**src/shared/udtp_params.svh**
```systemverilog
// Timing, address and field constants for the user device transfer port
`ifndef UDTP_PARAMS_SVH
`define UDTP_PARAMS_SVH
`define UDTP_CLK_PERIOD_NS 50
`define UDTP_GO_PULSE_NS 1000
`define UDTP_END_PULSE_NS 100
`define UDTP_GO_CYCLES ((`UDTP_GO_PULSE_NS + `UDTP_CLK_PERIOD_NS - 1) / `UDTP_CLK_PERIOD_NS)
`define UDTP_END_CYCLES ((`UDTP_END_PULSE_NS + `UDTP_CLK_PERIOD_NS - 1) / `UDTP_CLK_PERIOD_NS)
`define UDTP_XFER_CYCLES 8
`define UDTP_ADDR_CMD 4'h0
`define UDTP_ADDR_FUNC 4'h1
`define UDTP_ADDR_ISR 4'h2
`define UDTP_ADDR_OBUF 4'h3
`define UDTP_ADDR_IBUF 4'h4
`define UDTP_ADDR_UCMD 4'h8
`define UDTP_ADDR_UDATA 4'h9
`define UDTP_ADDR_USTAT 4'hA
`define UDTP_ADDR_UIN 4'hB
`define UDTP_CMD_GO 0
`define UDTP_CMD_READ 1
`define UDTP_CMD_CLEAR 2
`define UDTP_CMD_WC_LSB 16
`define UDTP_ISR_ERR 15
`define UDTP_ISR_ATA 14
`define UDTP_ISR_PERR 13
`define UDTP_ISR_USER_ERR 10
`define UDTP_ISR_READY 7
`endif

```
**src/shared/udtp_pkg.sv**
```systemverilog
// Types shared by both ends of the user device transfer port
package udtp_pkg;
    typedef enum logic [2:0] {
        UDTP_IDLE = 3'h0,
        UDTP_BUSY = 3'h1,
        UDTP_END = 3'h3
    } udtp_cyc_t;
    typedef enum logic [1:0] {
        UDTP_U_IDLE = 2'h0,
        UDTP_U_REQ = 2'h1,
        UDTP_U_WAIT = 2'h3
    } udtp_usr_t;
endpackage : udtp_pkg
```
**src/shared/udtp_if.sv**
```systemverilog
// Signal bundle between the port and the user device
`timescale 1ns/1ps
`default_nettype none
interface udtp_if;
    logic [17:0] input_data_lines;
    logic parity_in_low;
    logic parity_in_high;
    logic input_parity_inhibit_line;
    logic cycle_req_a;
    logic cycle_req_b;
    logic [7:0] device_status_lines;
    logic user_error;
    logic [3:0] attention_lines;
    logic [17:0] output_data_lines;
    logic parity_out_low;
    logic parity_out_high;
    logic init;
    logic [7:0] user_function_lines;
    logic ready;
    logic busy;
    logic end_cycle;
    logic user_go;
    logic read;
    logic write;
    modport port_end (
        input input_data_lines, parity_in_low, parity_in_high, input_parity_inhibit_line,
        input cycle_req_a, cycle_req_b, device_status_lines, user_error, attention_lines,
        output output_data_lines, parity_out_low, parity_out_high, init,
        output user_function_lines, ready, busy, end_cycle, user_go, read, write
    );
    modport user_end (
        output input_data_lines, parity_in_low, parity_in_high, input_parity_inhibit_line,
        output cycle_req_a, cycle_req_b, device_status_lines, user_error, attention_lines,
        input output_data_lines, parity_out_low, parity_out_high, init,
        input user_function_lines, ready, busy, end_cycle, user_go, read, write
    );
endinterface : udtp_if
`default_nettype wire

```
**src/hw/udtp_port.sv**
```systemverilog
// Channel side of the user device transfer port
// Functional notes
// - Accepted command drops ready, pulses go
// - User drives input data on reads
// - User without parity holds inhibit high
// - Request falling edge sets cycle flip-flop
// - Status lines appear in function register
// - User error sets attention and error
// - Attention lines raise interrupt, no error
// - Odd parity checked unless inhibited
// - Output lines show buffer, cleared by init
// - Init output on clear command or reset
// - Function lines from register bits 8-15
// - Ready follows ready flag bit 7
// - Busy high while cycle runs
// - End of cycle pulse 100 ns
// - Go pulse about 1 us from go
// - Output parity odd per byte
// - Request during cycle held pending
// - Request before command retained
// - Input data captured as busy rises
// - Busy clears as end pulse asserts
// - New write word shown as busy clears
// - User takes write word within 250 ns
`timescale 1ns/1ps
`default_nettype none
`include "udtp_params.svh"
module udtp_port
    import udtp_pkg::*;
#(
    parameter int XFER_CYCLES = `UDTP_XFER_CYCLES,
    parameter int WC_WIDTH = 16
) (
    input wire logic i_ref_clk,
    input wire logic i_rst_n,
    input wire logic [3:0] i_addr,
    input wire logic [31:0] i_wdata,
    input wire logic i_wr,
    input wire logic i_rd,
    output logic [31:0] o_rdata,
    output logic o_irq,
    udtp_if.port_end bus
);
    localparam int GO_CYC = `UDTP_GO_CYCLES;
    localparam int END_CYC = `UDTP_END_CYCLES;
    initial begin
        if (XFER_CYCLES < 2 || XFER_CYCLES > 255 || WC_WIDTH < 1 || WC_WIDTH > 16) begin
            $error("udtp_port: unsupported parameter");
        end
    end
    function automatic logic odd_par(input logic [8:0] v);
        odd_par = ~^v;
    endfunction : odd_par
    typedef struct packed {
        udtp_cyc_t st;
        logic req_prev;
        logic pending;
        logic run;
        logic rd_dir;
        logic wr_dir;
        logic ready;
        logic err;
        logic attention_active_flag;
        logic perr;
        logic [7:0] func;
        logic [17:0] obuf;
        logic [17:0] obuf_next;
        logic [17:0] ibuf;
        logic [WC_WIDTH-1:0] wc;
        logic [7:0] go_cnt;
        logic [7:0] cyc_cnt;
        logic init;
        logic [3:0] att_prev;
        logic [31:0] rdata;
    } udtp_port_state_t;
    udtp_port_state_t q, d;
    // ------------------------------------------------------------
    // Next state
    // ------------------------------------------------------------
    always_comb begin
        logic req_now;
        logic clr;
        logic start;
        logic [31:0] isr;
        req_now = 1'b0;
        clr = 1'b0;
        start = 1'b0;
        isr = 32'h0;
        d = q;
        d.rdata = 32'h0;
        d.init = 1'b0;
        req_now = bus.cycle_req_a | bus.cycle_req_b;
        d.req_prev = req_now;
        if (q.req_prev && !req_now) begin
            d.pending = 1'b1;
        end
        if (q.go_cnt != 8'h0) begin
            d.go_cnt = q.go_cnt - 8'h1;
        end
        // Software clear of attention first, so a same-cycle event wins
        if (i_wr && i_addr == `UDTP_ADDR_ISR && i_wdata[`UDTP_ISR_ATA]) begin
            d.attention_active_flag = 1'b0;
        end
        if (bus.user_error) begin
            d.err = 1'b1;
            d.attention_active_flag = 1'b1;
            d.ready = 1'b1;
            d.run = 1'b0;
        end
        if ((bus.attention_lines & ~q.att_prev) != 4'h0) begin
            d.attention_active_flag = 1'b1;
        end
        d.att_prev = bus.attention_lines;
        case (q.st)
            UDTP_IDLE: begin
                start = d.pending && q.run && !q.ready;
                if (start) begin
                    d.pending = 1'b0;
                    d.st = UDTP_BUSY;
                    d.cyc_cnt = 8'(XFER_CYCLES);
                    if (q.rd_dir) begin
                        d.ibuf = bus.input_data_lines;
                        if (!bus.input_parity_inhibit_line &&
                            (odd_par({bus.input_data_lines[7:0], bus.parity_in_low}) ||
                             odd_par({bus.input_data_lines[15:8], bus.parity_in_high}))) begin
                            d.perr = 1'b1;
                            d.err = 1'b1;
                            d.attention_active_flag = 1'b1;
                        end
                    end
                end
            end
            UDTP_BUSY: begin
                d.cyc_cnt = q.cyc_cnt - 8'h1;
                if (q.cyc_cnt == 8'(XFER_CYCLES / 2) && q.wr_dir) begin
                    d.obuf_next = q.obuf_next;
                end
                if (q.cyc_cnt == 8'h1) begin
                    d.st = UDTP_END;
                    d.cyc_cnt = 8'(END_CYC);
                    if (q.wr_dir) begin
                        d.obuf = q.obuf_next;
                    end
                    d.wc = q.wc + WC_WIDTH'(1);
                    if (q.wc == {WC_WIDTH{1'b1}}) begin
                        d.ready = 1'b1;
                        d.run = 1'b0;
                    end
                end
            end
            UDTP_END: begin
                d.cyc_cnt = q.cyc_cnt - 8'h1;
                if (q.cyc_cnt == 8'h1) begin
                    d.st = UDTP_IDLE;
                end
            end
            default: begin
                d.st = UDTP_IDLE;
            end
        endcase
        if (i_wr) begin
            case (i_addr)
                `UDTP_ADDR_CMD: begin
                    if (i_wdata[`UDTP_CMD_CLEAR]) begin
                        clr = 1'b1;
                    end else if (i_wdata[`UDTP_CMD_GO]) begin
                        d.run = 1'b1;
                        d.ready = 1'b0;
                        d.go_cnt = 8'(GO_CYC);
                        d.rd_dir = i_wdata[`UDTP_CMD_READ];
                        d.wr_dir = !i_wdata[`UDTP_CMD_READ];
                        d.wc = i_wdata[`UDTP_CMD_WC_LSB +: WC_WIDTH];
                        d.err = 1'b0;
                        d.perr = 1'b0;
                    end
                end
                `UDTP_ADDR_FUNC: begin
                    d.func = i_wdata[15:8];
                end
                `UDTP_ADDR_ISR: begin
                end
                `UDTP_ADDR_OBUF: begin
                    d.obuf_next = i_wdata[17:0];
                end
                default: begin
                end
            endcase
        end
        isr[`UDTP_ISR_ERR] = q.err;
        isr[`UDTP_ISR_ATA] = q.attention_active_flag;
        isr[`UDTP_ISR_PERR] = q.perr;
        isr[`UDTP_ISR_USER_ERR] = bus.user_error;
        isr[`UDTP_ISR_READY] = q.ready;
        if (i_rd) begin
            case (i_addr)
                `UDTP_ADDR_CMD: d.rdata = {q.wc, 14'h0, q.rd_dir, q.run};
                `UDTP_ADDR_FUNC: d.rdata = {16'h0, q.func, bus.device_status_lines};
                `UDTP_ADDR_ISR: d.rdata = isr;
                `UDTP_ADDR_OBUF: d.rdata = {14'h0, q.obuf};
                `UDTP_ADDR_IBUF: d.rdata = {14'h0, q.ibuf};
                default: d.rdata = 32'h0;
            endcase
        end
        if (clr) begin
            d.init = 1'b1;
            d.st = UDTP_IDLE;
            d.pending = 1'b0;
            d.run = 1'b0;
            d.ready = 1'b1;
            d.func = 8'h0;
            d.obuf = 18'h0;
            d.go_cnt = 8'h0;
            d.err = 1'b0;
            d.attention_active_flag = 1'b0;
            d.perr = 1'b0;
        end
    end
    // ------------------------------------------------------------
    // State register
    // ------------------------------------------------------------
    always_ff @(posedge i_ref_clk or negedge i_rst_n) begin
        if (!i_rst_n) begin
            q <= '0;
            q.ready <= 1'b1;
            q.init <= 1'b1;
        end else begin
            q <= d;
        end
    end
    // ------------------------------------------------------------
    // Outputs
    // ------------------------------------------------------------
    assign o_rdata = q.rdata;
    assign o_irq = q.attention_active_flag;
    assign bus.output_data_lines = q.obuf;
    assign bus.parity_out_low = odd_par({q.obuf[7:0], 1'b0});
    assign bus.parity_out_high = odd_par({q.obuf[15:8], 1'b0});
    assign bus.init = q.init;
    assign bus.user_function_lines = q.func;
    assign bus.ready = q.ready;
    assign bus.busy = (q.st == UDTP_BUSY);
    assign bus.end_cycle = (q.st == UDTP_END);
    assign bus.user_go = (q.go_cnt != 8'h0);
    assign bus.read = q.rd_dir;
    assign bus.write = q.wr_dir;
endmodule : udtp_port
`default_nettype wire

```
**src/flat_wrapper.sv**
```systemverilog
// flat-port wrapper written by rule: the top's interface ports become plain ports
module udtp_port_flat import udtp_pkg::*;
#(
    parameter int XFER_CYCLES = `UDTP_XFER_CYCLES,
    parameter int WC_WIDTH = 16
)
  (i_ref_clk, i_rst_n, i_addr, i_wdata, i_wr, i_rd, o_rdata, o_irq, bus_input_data_lines, bus_parity_in_low, bus_parity_in_high, bus_input_parity_inhibit_line, bus_cycle_req_a, bus_cycle_req_b, bus_device_status_lines, bus_user_error, bus_attention_lines, bus_output_data_lines, bus_parity_out_low, bus_parity_out_high, bus_init, bus_user_function_lines, bus_ready, bus_busy, bus_end_cycle, bus_user_go, bus_read, bus_write);
  udtp_if bus_i ();
  input wire logic i_ref_clk;
  input wire logic i_rst_n;
  input wire logic [3:0] i_addr;
  input wire logic [31:0] i_wdata;
  input wire logic i_wr;
  input wire logic i_rd;
  output logic [31:0] o_rdata;
  output logic o_irq;
  input wire logic [$bits(bus_i.input_data_lines)-1:0] bus_input_data_lines;
  input wire logic [$bits(bus_i.parity_in_low)-1:0] bus_parity_in_low;
  input wire logic [$bits(bus_i.parity_in_high)-1:0] bus_parity_in_high;
  input wire logic [$bits(bus_i.input_parity_inhibit_line)-1:0] bus_input_parity_inhibit_line;
  input wire logic [$bits(bus_i.cycle_req_a)-1:0] bus_cycle_req_a;
  input wire logic [$bits(bus_i.cycle_req_b)-1:0] bus_cycle_req_b;
  input wire logic [$bits(bus_i.device_status_lines)-1:0] bus_device_status_lines;
  input wire logic [$bits(bus_i.user_error)-1:0] bus_user_error;
  input wire logic [$bits(bus_i.attention_lines)-1:0] bus_attention_lines;
  output wire logic [$bits(bus_i.output_data_lines)-1:0] bus_output_data_lines;
  output wire logic [$bits(bus_i.parity_out_low)-1:0] bus_parity_out_low;
  output wire logic [$bits(bus_i.parity_out_high)-1:0] bus_parity_out_high;
  output wire logic [$bits(bus_i.init)-1:0] bus_init;
  output wire logic [$bits(bus_i.user_function_lines)-1:0] bus_user_function_lines;
  output wire logic [$bits(bus_i.ready)-1:0] bus_ready;
  output wire logic [$bits(bus_i.busy)-1:0] bus_busy;
  output wire logic [$bits(bus_i.end_cycle)-1:0] bus_end_cycle;
  output wire logic [$bits(bus_i.user_go)-1:0] bus_user_go;
  output wire logic [$bits(bus_i.read)-1:0] bus_read;
  output wire logic [$bits(bus_i.write)-1:0] bus_write;
  assign bus_i.input_data_lines = bus_input_data_lines;
  assign bus_i.parity_in_low = bus_parity_in_low;
  assign bus_i.parity_in_high = bus_parity_in_high;
  assign bus_i.input_parity_inhibit_line = bus_input_parity_inhibit_line;
  assign bus_i.cycle_req_a = bus_cycle_req_a;
  assign bus_i.cycle_req_b = bus_cycle_req_b;
  assign bus_i.device_status_lines = bus_device_status_lines;
  assign bus_i.user_error = bus_user_error;
  assign bus_i.attention_lines = bus_attention_lines;
  assign bus_output_data_lines = bus_i.output_data_lines;
  assign bus_parity_out_low = bus_i.parity_out_low;
  assign bus_parity_out_high = bus_i.parity_out_high;
  assign bus_init = bus_i.init;
  assign bus_user_function_lines = bus_i.user_function_lines;
  assign bus_ready = bus_i.ready;
  assign bus_busy = bus_i.busy;
  assign bus_end_cycle = bus_i.end_cycle;
  assign bus_user_go = bus_i.user_go;
  assign bus_read = bus_i.read;
  assign bus_write = bus_i.write;
  udtp_port #(.XFER_CYCLES(XFER_CYCLES), .WC_WIDTH(WC_WIDTH)) u_core (.i_ref_clk(i_ref_clk), .i_rst_n(i_rst_n), .i_addr(i_addr), .i_wdata(i_wdata), .i_wr(i_wr), .i_rd(i_rd), .o_rdata(o_rdata), .o_irq(o_irq), .bus(bus_i));
endmodule
```
**config.mk**
```make
export PLATFORM = sky130hd
export DESIGN_NAME = udtp_port_flat
export DESIGN_NICKNAME = d
export VERILOG_FILES = /design/src/shared/udtp_pkg.sv /design/src/shared/udtp_if.sv /design/src/hw/udtp_port.sv /design/src/flat_wrapper.sv
export VERILOG_INCLUDE_DIRS = /design/src /design/src/shared
export SDC_FILE = /design/constraint.sdc
export NUM_CORES = 1
export LEC_CHECK = 0
export BUFFER_PORTS_ARGS = -buffer_cell sky130_fd_sc_hd__buf_2
export CAP_MARGIN = 15
export CORE_MARGIN = 10
export CORE_UTILIZATION = 55
export CTS_BUF_LIST = sky130_fd_sc_hd__clkbuf_4
export DETAILED_ROUTE_END_ITERATION = 10
export HOLD_SLACK_MARGIN = 0.05
export PLACE_DENSITY = 0.8
export RECOVER_POWER = 50
export SYNTH_ARGS = -nofsm -noshare
export SYNTH_HDL_FRONTEND = slang
export SYNTH_SLANG_ARGS = --single-unit
export TNS_END_PERCENT = 5
```
**constraint.sdc**
```tcl
create_clock -name i_ref_clk -period 2.9 [get_ports i_ref_clk]
set_input_delay 0.435 -clock i_ref_clk [delete_from_list [all_inputs] [get_ports i_ref_clk]]
set_output_delay 0.435 -clock i_ref_clk [all_outputs]
set_load 0.1 [all_outputs]
```
==> tab_implementation.tex <==
\begin{tabular}{lr}
\hline
Metric & Value \\
\hline
\multicolumn{2}{l}{\textbf{Status}} \\
Result of the run & finished with violations \\
Failing checks & max-capacitance violations, max-slew violations \\
\multicolumn{2}{l}{\textbf{Synth}} \\
Top\_reg\_cell synth & dfrtp\_1 \\
Synthesized-area fraction occupied by ao, oa, aoi and oai cells & 0.105 \\
Simple-gate share of the synthesized area & 0.128 \\
Synthesis Warnings & 0 \\
Synthesized area per cell & 11.4 um2 \\
Area fraction of the dominant cell type after synthesis & 0.521 \\
Largest cells by area after synthesis & dfrtp\_1 (52\%), buf\_4 (6.6\%), mux2\_2 (6.2\%) \\
Post-synth EDFFs & 0 \\
Flip-flop and latch count after synthesis & 142 \\
Unique cell type count in the Yosys netlist & just under 60 \\
Post-synthesis instance total & 591 \\
Leading post-synthesis cells by instance count & dfrtp\_1 (140), buf\_4 (59), nor2\_1 (47) \\
Post-synth top area cell & dfrtp\_1 \\
Cell area after synthesis & $\sim$6700 um2 \\
Cell with the most instances after synthesis & dfrtp\_1 \\
Adder-Cell Fraction of Synth Area & 0.00745 \\
Sequential cell area fraction in the yosys report & 0.529 \\
Async set or reset register ratio after synthesis & 1.00 \\
Multiplexer fraction of the synthesized cell area & 0.0650 \\
Dominant combinational cell family by area after synthesis & simple AND/OR/NAND/NOR gates \\
Mapped Nets & approximately 670 \\
Synth Area in XOR/XNOR & 0.0745 \\
\multicolumn{2}{l}{\textbf{Clock network}} \\
Count of hold buffers inserted by post-cts repair & 8 \\
TritonCTS buffer count & 17 \\
CTS-repair resized insts & 0 \\
Setup Fix Bufs, Post-CTS & 0 \\
Clock root cell & clkbuf\_4 \\
CTS tree & built \\
Clock latency at the later pin of the worst-skew pair & between 0.5 and 0.6 ns \\
Longest Clk Path Bufs & 2 \\
Num Clock Sinks & roughly 140 \\
Clock input transition at the sequential cells of the worst setup and hold paths & 0.11 ns \\
H-tree depth & 4 \\
\multicolumn{2}{l}{\textbf{STA}} \\
Worst slew margin & -0.493 \\
Worst slew pin tran & around 2.2 ns \\
Fin Hold WS & 0.0906 ns \\
Total of endpoints with negative setup slack in the final report & 0 \\
Final critical path time including I/O delays and setup & 2.68 ns \\
Post-route setup slack & 0.218 ns \\
Fin Setup TNS & 0 ns \\
Worst-case clock skew & roughly 0.020 ns \\
Fmax achieved & roughly 370 MHz \\
Final Cycle Share & 0.925 \\
RSZ-0062 raised after global routing & no \\
Hold Fails Final Rpt & 0 \\
Slew Limit Fails & $\sim$90 \\
\multicolumn{2}{l}{\textbf{Final layout}} \\
Post-route standard cell area excluding fillers & between 7000 and 8000 um2 \\
Net count reported at finish & just under 800 \\
Layout cell share with drive strength beyond 1 & 0.331 \\
Layout overhead on the synthesized area & 11.7\% \\
Final standard cell utilization of the core & 0.625 \\
Fin cells & between 800 and 900 \\
\multicolumn{2}{l}{\textbf{Floorplanning}} \\
Site row count & 40 \\
Die footprint & 17000 um2 \\
Y dimension of the die & between 100 and 150 um \\
Horiz. Die Dim & 131 um \\
Boundary Pins & roughly 140 \\
Initial standard-cell utilization of the core & 0.559 \\
Area inside the core boundary & about 12000 um2 \\
\multicolumn{2}{l}{\textbf{Power}} \\
Leakage power summed over all cells & between 3 and 4 nW \\
Power share of the clock group & 0.192 \\
Part of the total power dissipated in sequential elements & 0.458 \\
Total power & between 5 and 6 mW \\
Switching part of the total power & 0.426 \\
Switching power total & about 2.4 mW \\
Proportion of power drawn by combinational gates & 0.350 \\
Pwr/cell area & approximately 770 nW/um2 \\
Internal power & roughly 3.3 mW \\
VDD IR-drop max & $\sim$410 uV \\
\multicolumn{2}{l}{\textbf{Hold path}} \\
Worst hold path class & primary input to flop \\
Worst hold path startpoint & i\_wdata[10] \\
Endpoint of the worst hold path & u\_core.bus.user\_function\_lines[2]\$\_DFFE\_PN0P\_ \\
Worst hold path depth & 3 \\
\multicolumn{2}{l}{\textbf{Detailed routing}} \\
Number of vias per cell after detailed routing & approximately 5.8 \\
Remaining design rule violation count & 0 \\
Wirelength per Cell & roughly 20 um \\
Iter 0 DRT Violations & between 400 and 500 \\
Vias & about 5000 \\
Number of nets with antenna violations after detailed routing & 0 \\
Total wire length after detailed routing & between 15 and 20 mm \\
Router iterations before antenna repair & 6 \\
\multicolumn{2}{l}{\textbf{GRT}} \\
GRT Resource Usage Total & 0.201 \\
Total gr overflow & 0 \\
Maximum number of pins on one net before global-route repair & 93 \\
Vias in the first global route & between 5000 and 6000 \\
Wire length of the first global-routing pass & 26.7 mm \\
Initial antenna violation count & 2 \\
\multicolumn{2}{l}{\textbf{Critical path}} \\
CP max-delay cell & or3\_1 \\
Worst setup path class & flop to primary output \\
Reg2reg end & u\_core.q[66]\$\_DFF\_PN0\_ \\
Worst-path maximum fanout & 6 \\
Crit start category & flop \\
Worst reg2reg setup slack & roughly 0.33 ns \\
Worst EP arrival & about 2.3 ns \\
Largest stage delay, worst path & between 0.4 and 0.5 ns \\
Endpoint type of the worst setup path & primary output \\
Cells on worst reg2reg path & 7 \\
Reg-to-Reg Start & u\_core.q[38]\$\_DFFE\_PN0P\_ \\
Chain of cells forming the critical path & nor3\_1 -> nand3b\_1 -> or3\_1 -> buf\_2 \\
Worst EP required & 2.47 ns \\
\multicolumn{2}{l}{\textbf{Place}} \\
Post-placement cell count & about 810 \\
Placed inst area & a little over 7000 um2 \\
Buffers on Ports & $\sim$140 \\
DP HPWL & roughly 12 mm \\
RePlAce Congestion & 0.828 \\
DP Worst Slack & around 0.38 ns \\
\multicolumn{2}{l}{\textbf{Run}} \\
Total of max-cap violations & 1 \\
\hline
\end{tabular}
==> cell usage in the layout (no fill, tap or decap), types with 16 or more instances in the layout <==
cell / instances
nand2_1: 37
buf_2: 137
dfrtp_1: 140
nor2_1: 47
mux2_2: 37
clkbuf_4: 17
a22o_1: 18
a21oi_1: 25
and3_1: 16
xnor2_1: 39
a222oi_1: 18
==> flip-flops by register name (all words and copies together), names as in the netlist <==
name / cells
u_core.q: 79
u_core.o_rdata: 32
u_core.bus.output_data_lines: 18
u_core.bus.user_function_lines: 8
u_core.bus.init: 1
u_core.bus.read: 1
u_core.bus.ready: 1
u_core.bus.write: 1
u_core.o_irq: 1
==> worst max-delay path by stage <==
stage | startpoint | to | slack, ns
CTS | u_core.q[47]$_DFF_PN0_ | bus_user_go | 0.19
global route | i_rst_n | u_core.q[62]$_DFF_PN0_ | 0.05
finish | u_core.q[47]$_DFF_PN0_ | bus_user_go | 0.22
global placement | u_core.q[38]$_DFFE_PN0P_ | u_core.bus.output_data_lines[16]$_DFFE_PN0P_ | 0.48
detailed placement | u_core.q[38]$_DFFE_PN0P_ | u_core.q[66]$_DFF_PN0_ | 0.38
floorplan | u_core.bus.output_data_lines[9]$_DFFE_PN0P_ | bus_parity_out_high | 0.21
==> cell families (layout without fill, tap and decap cells) <==
| family | count (synthesis) | count (layout) |
|---|---|---|
| AOI/OAI and AO/OA | 97 | 97 |
| adders and majority gates | 4 | 4 |
| muxes | 39 | 39 |
| and+or+nand+nor | 157 | 157 |
| other | 0 | 3 |
| DFF | 142 | 142 |
| buffers and inverters | 98 | 211 |
| xor gates and xnor gates | 54 | 54 |
==> layer usage <==
| layer | share of wire | routed length, um | track usage | vias to the layer above |
|---|---|---|---|---|
| li1 | - | - | - | 2248 |
| met2 | 0.49 | 8260 | 0.327 | 222 |
| met1 | 0.41 | 6990 | 0.249 | 2483 |
| met3 | 0.080 | 1370 | 0.0572 | 32 |
| met4 | 0.023 | 390 | 0.0759 | 0 |
| met5 | 0 | 0 | 0 | - |
==> cell type report <==
class,instances,area [um2]
Timing Repair Buffer,165,897
Antenna cell,3,7.51
Inverter,16,60.1
Multi-Input combinational cell,351,2570
Clock buffer,17,128
Tap cell,147,184
Fill cell,979,4510
Sequential cell,142,3560
Clock inverter,13,103
==> power by group through the flow <==
stage | Clock (mW) | Combinational (mW) | Sequential [mW]
finish | 1.10 | 2.01 | 2.63
global route | 1.23 | 2.15 | 2.68
CTS | 1.13 | 2.03 | 2.62
detailed placement | 0 | 2.01 | 2.66
global placement | 0 | 1.93 | 2.63
floorplan | 0 | 1.67 | 2.59
==> worst max-delay path: cells and delay by family, from the launching register on <==
| family | cells | cell delay [ns] |
|---|---|---|
| DFF | 1 | 0.43 |
| and+or+nand+nor | 3 | 0.92 |
| buffers and inverters | 1 | 0.35 |
Note: power is estimated with default switching activity, not from simulation.
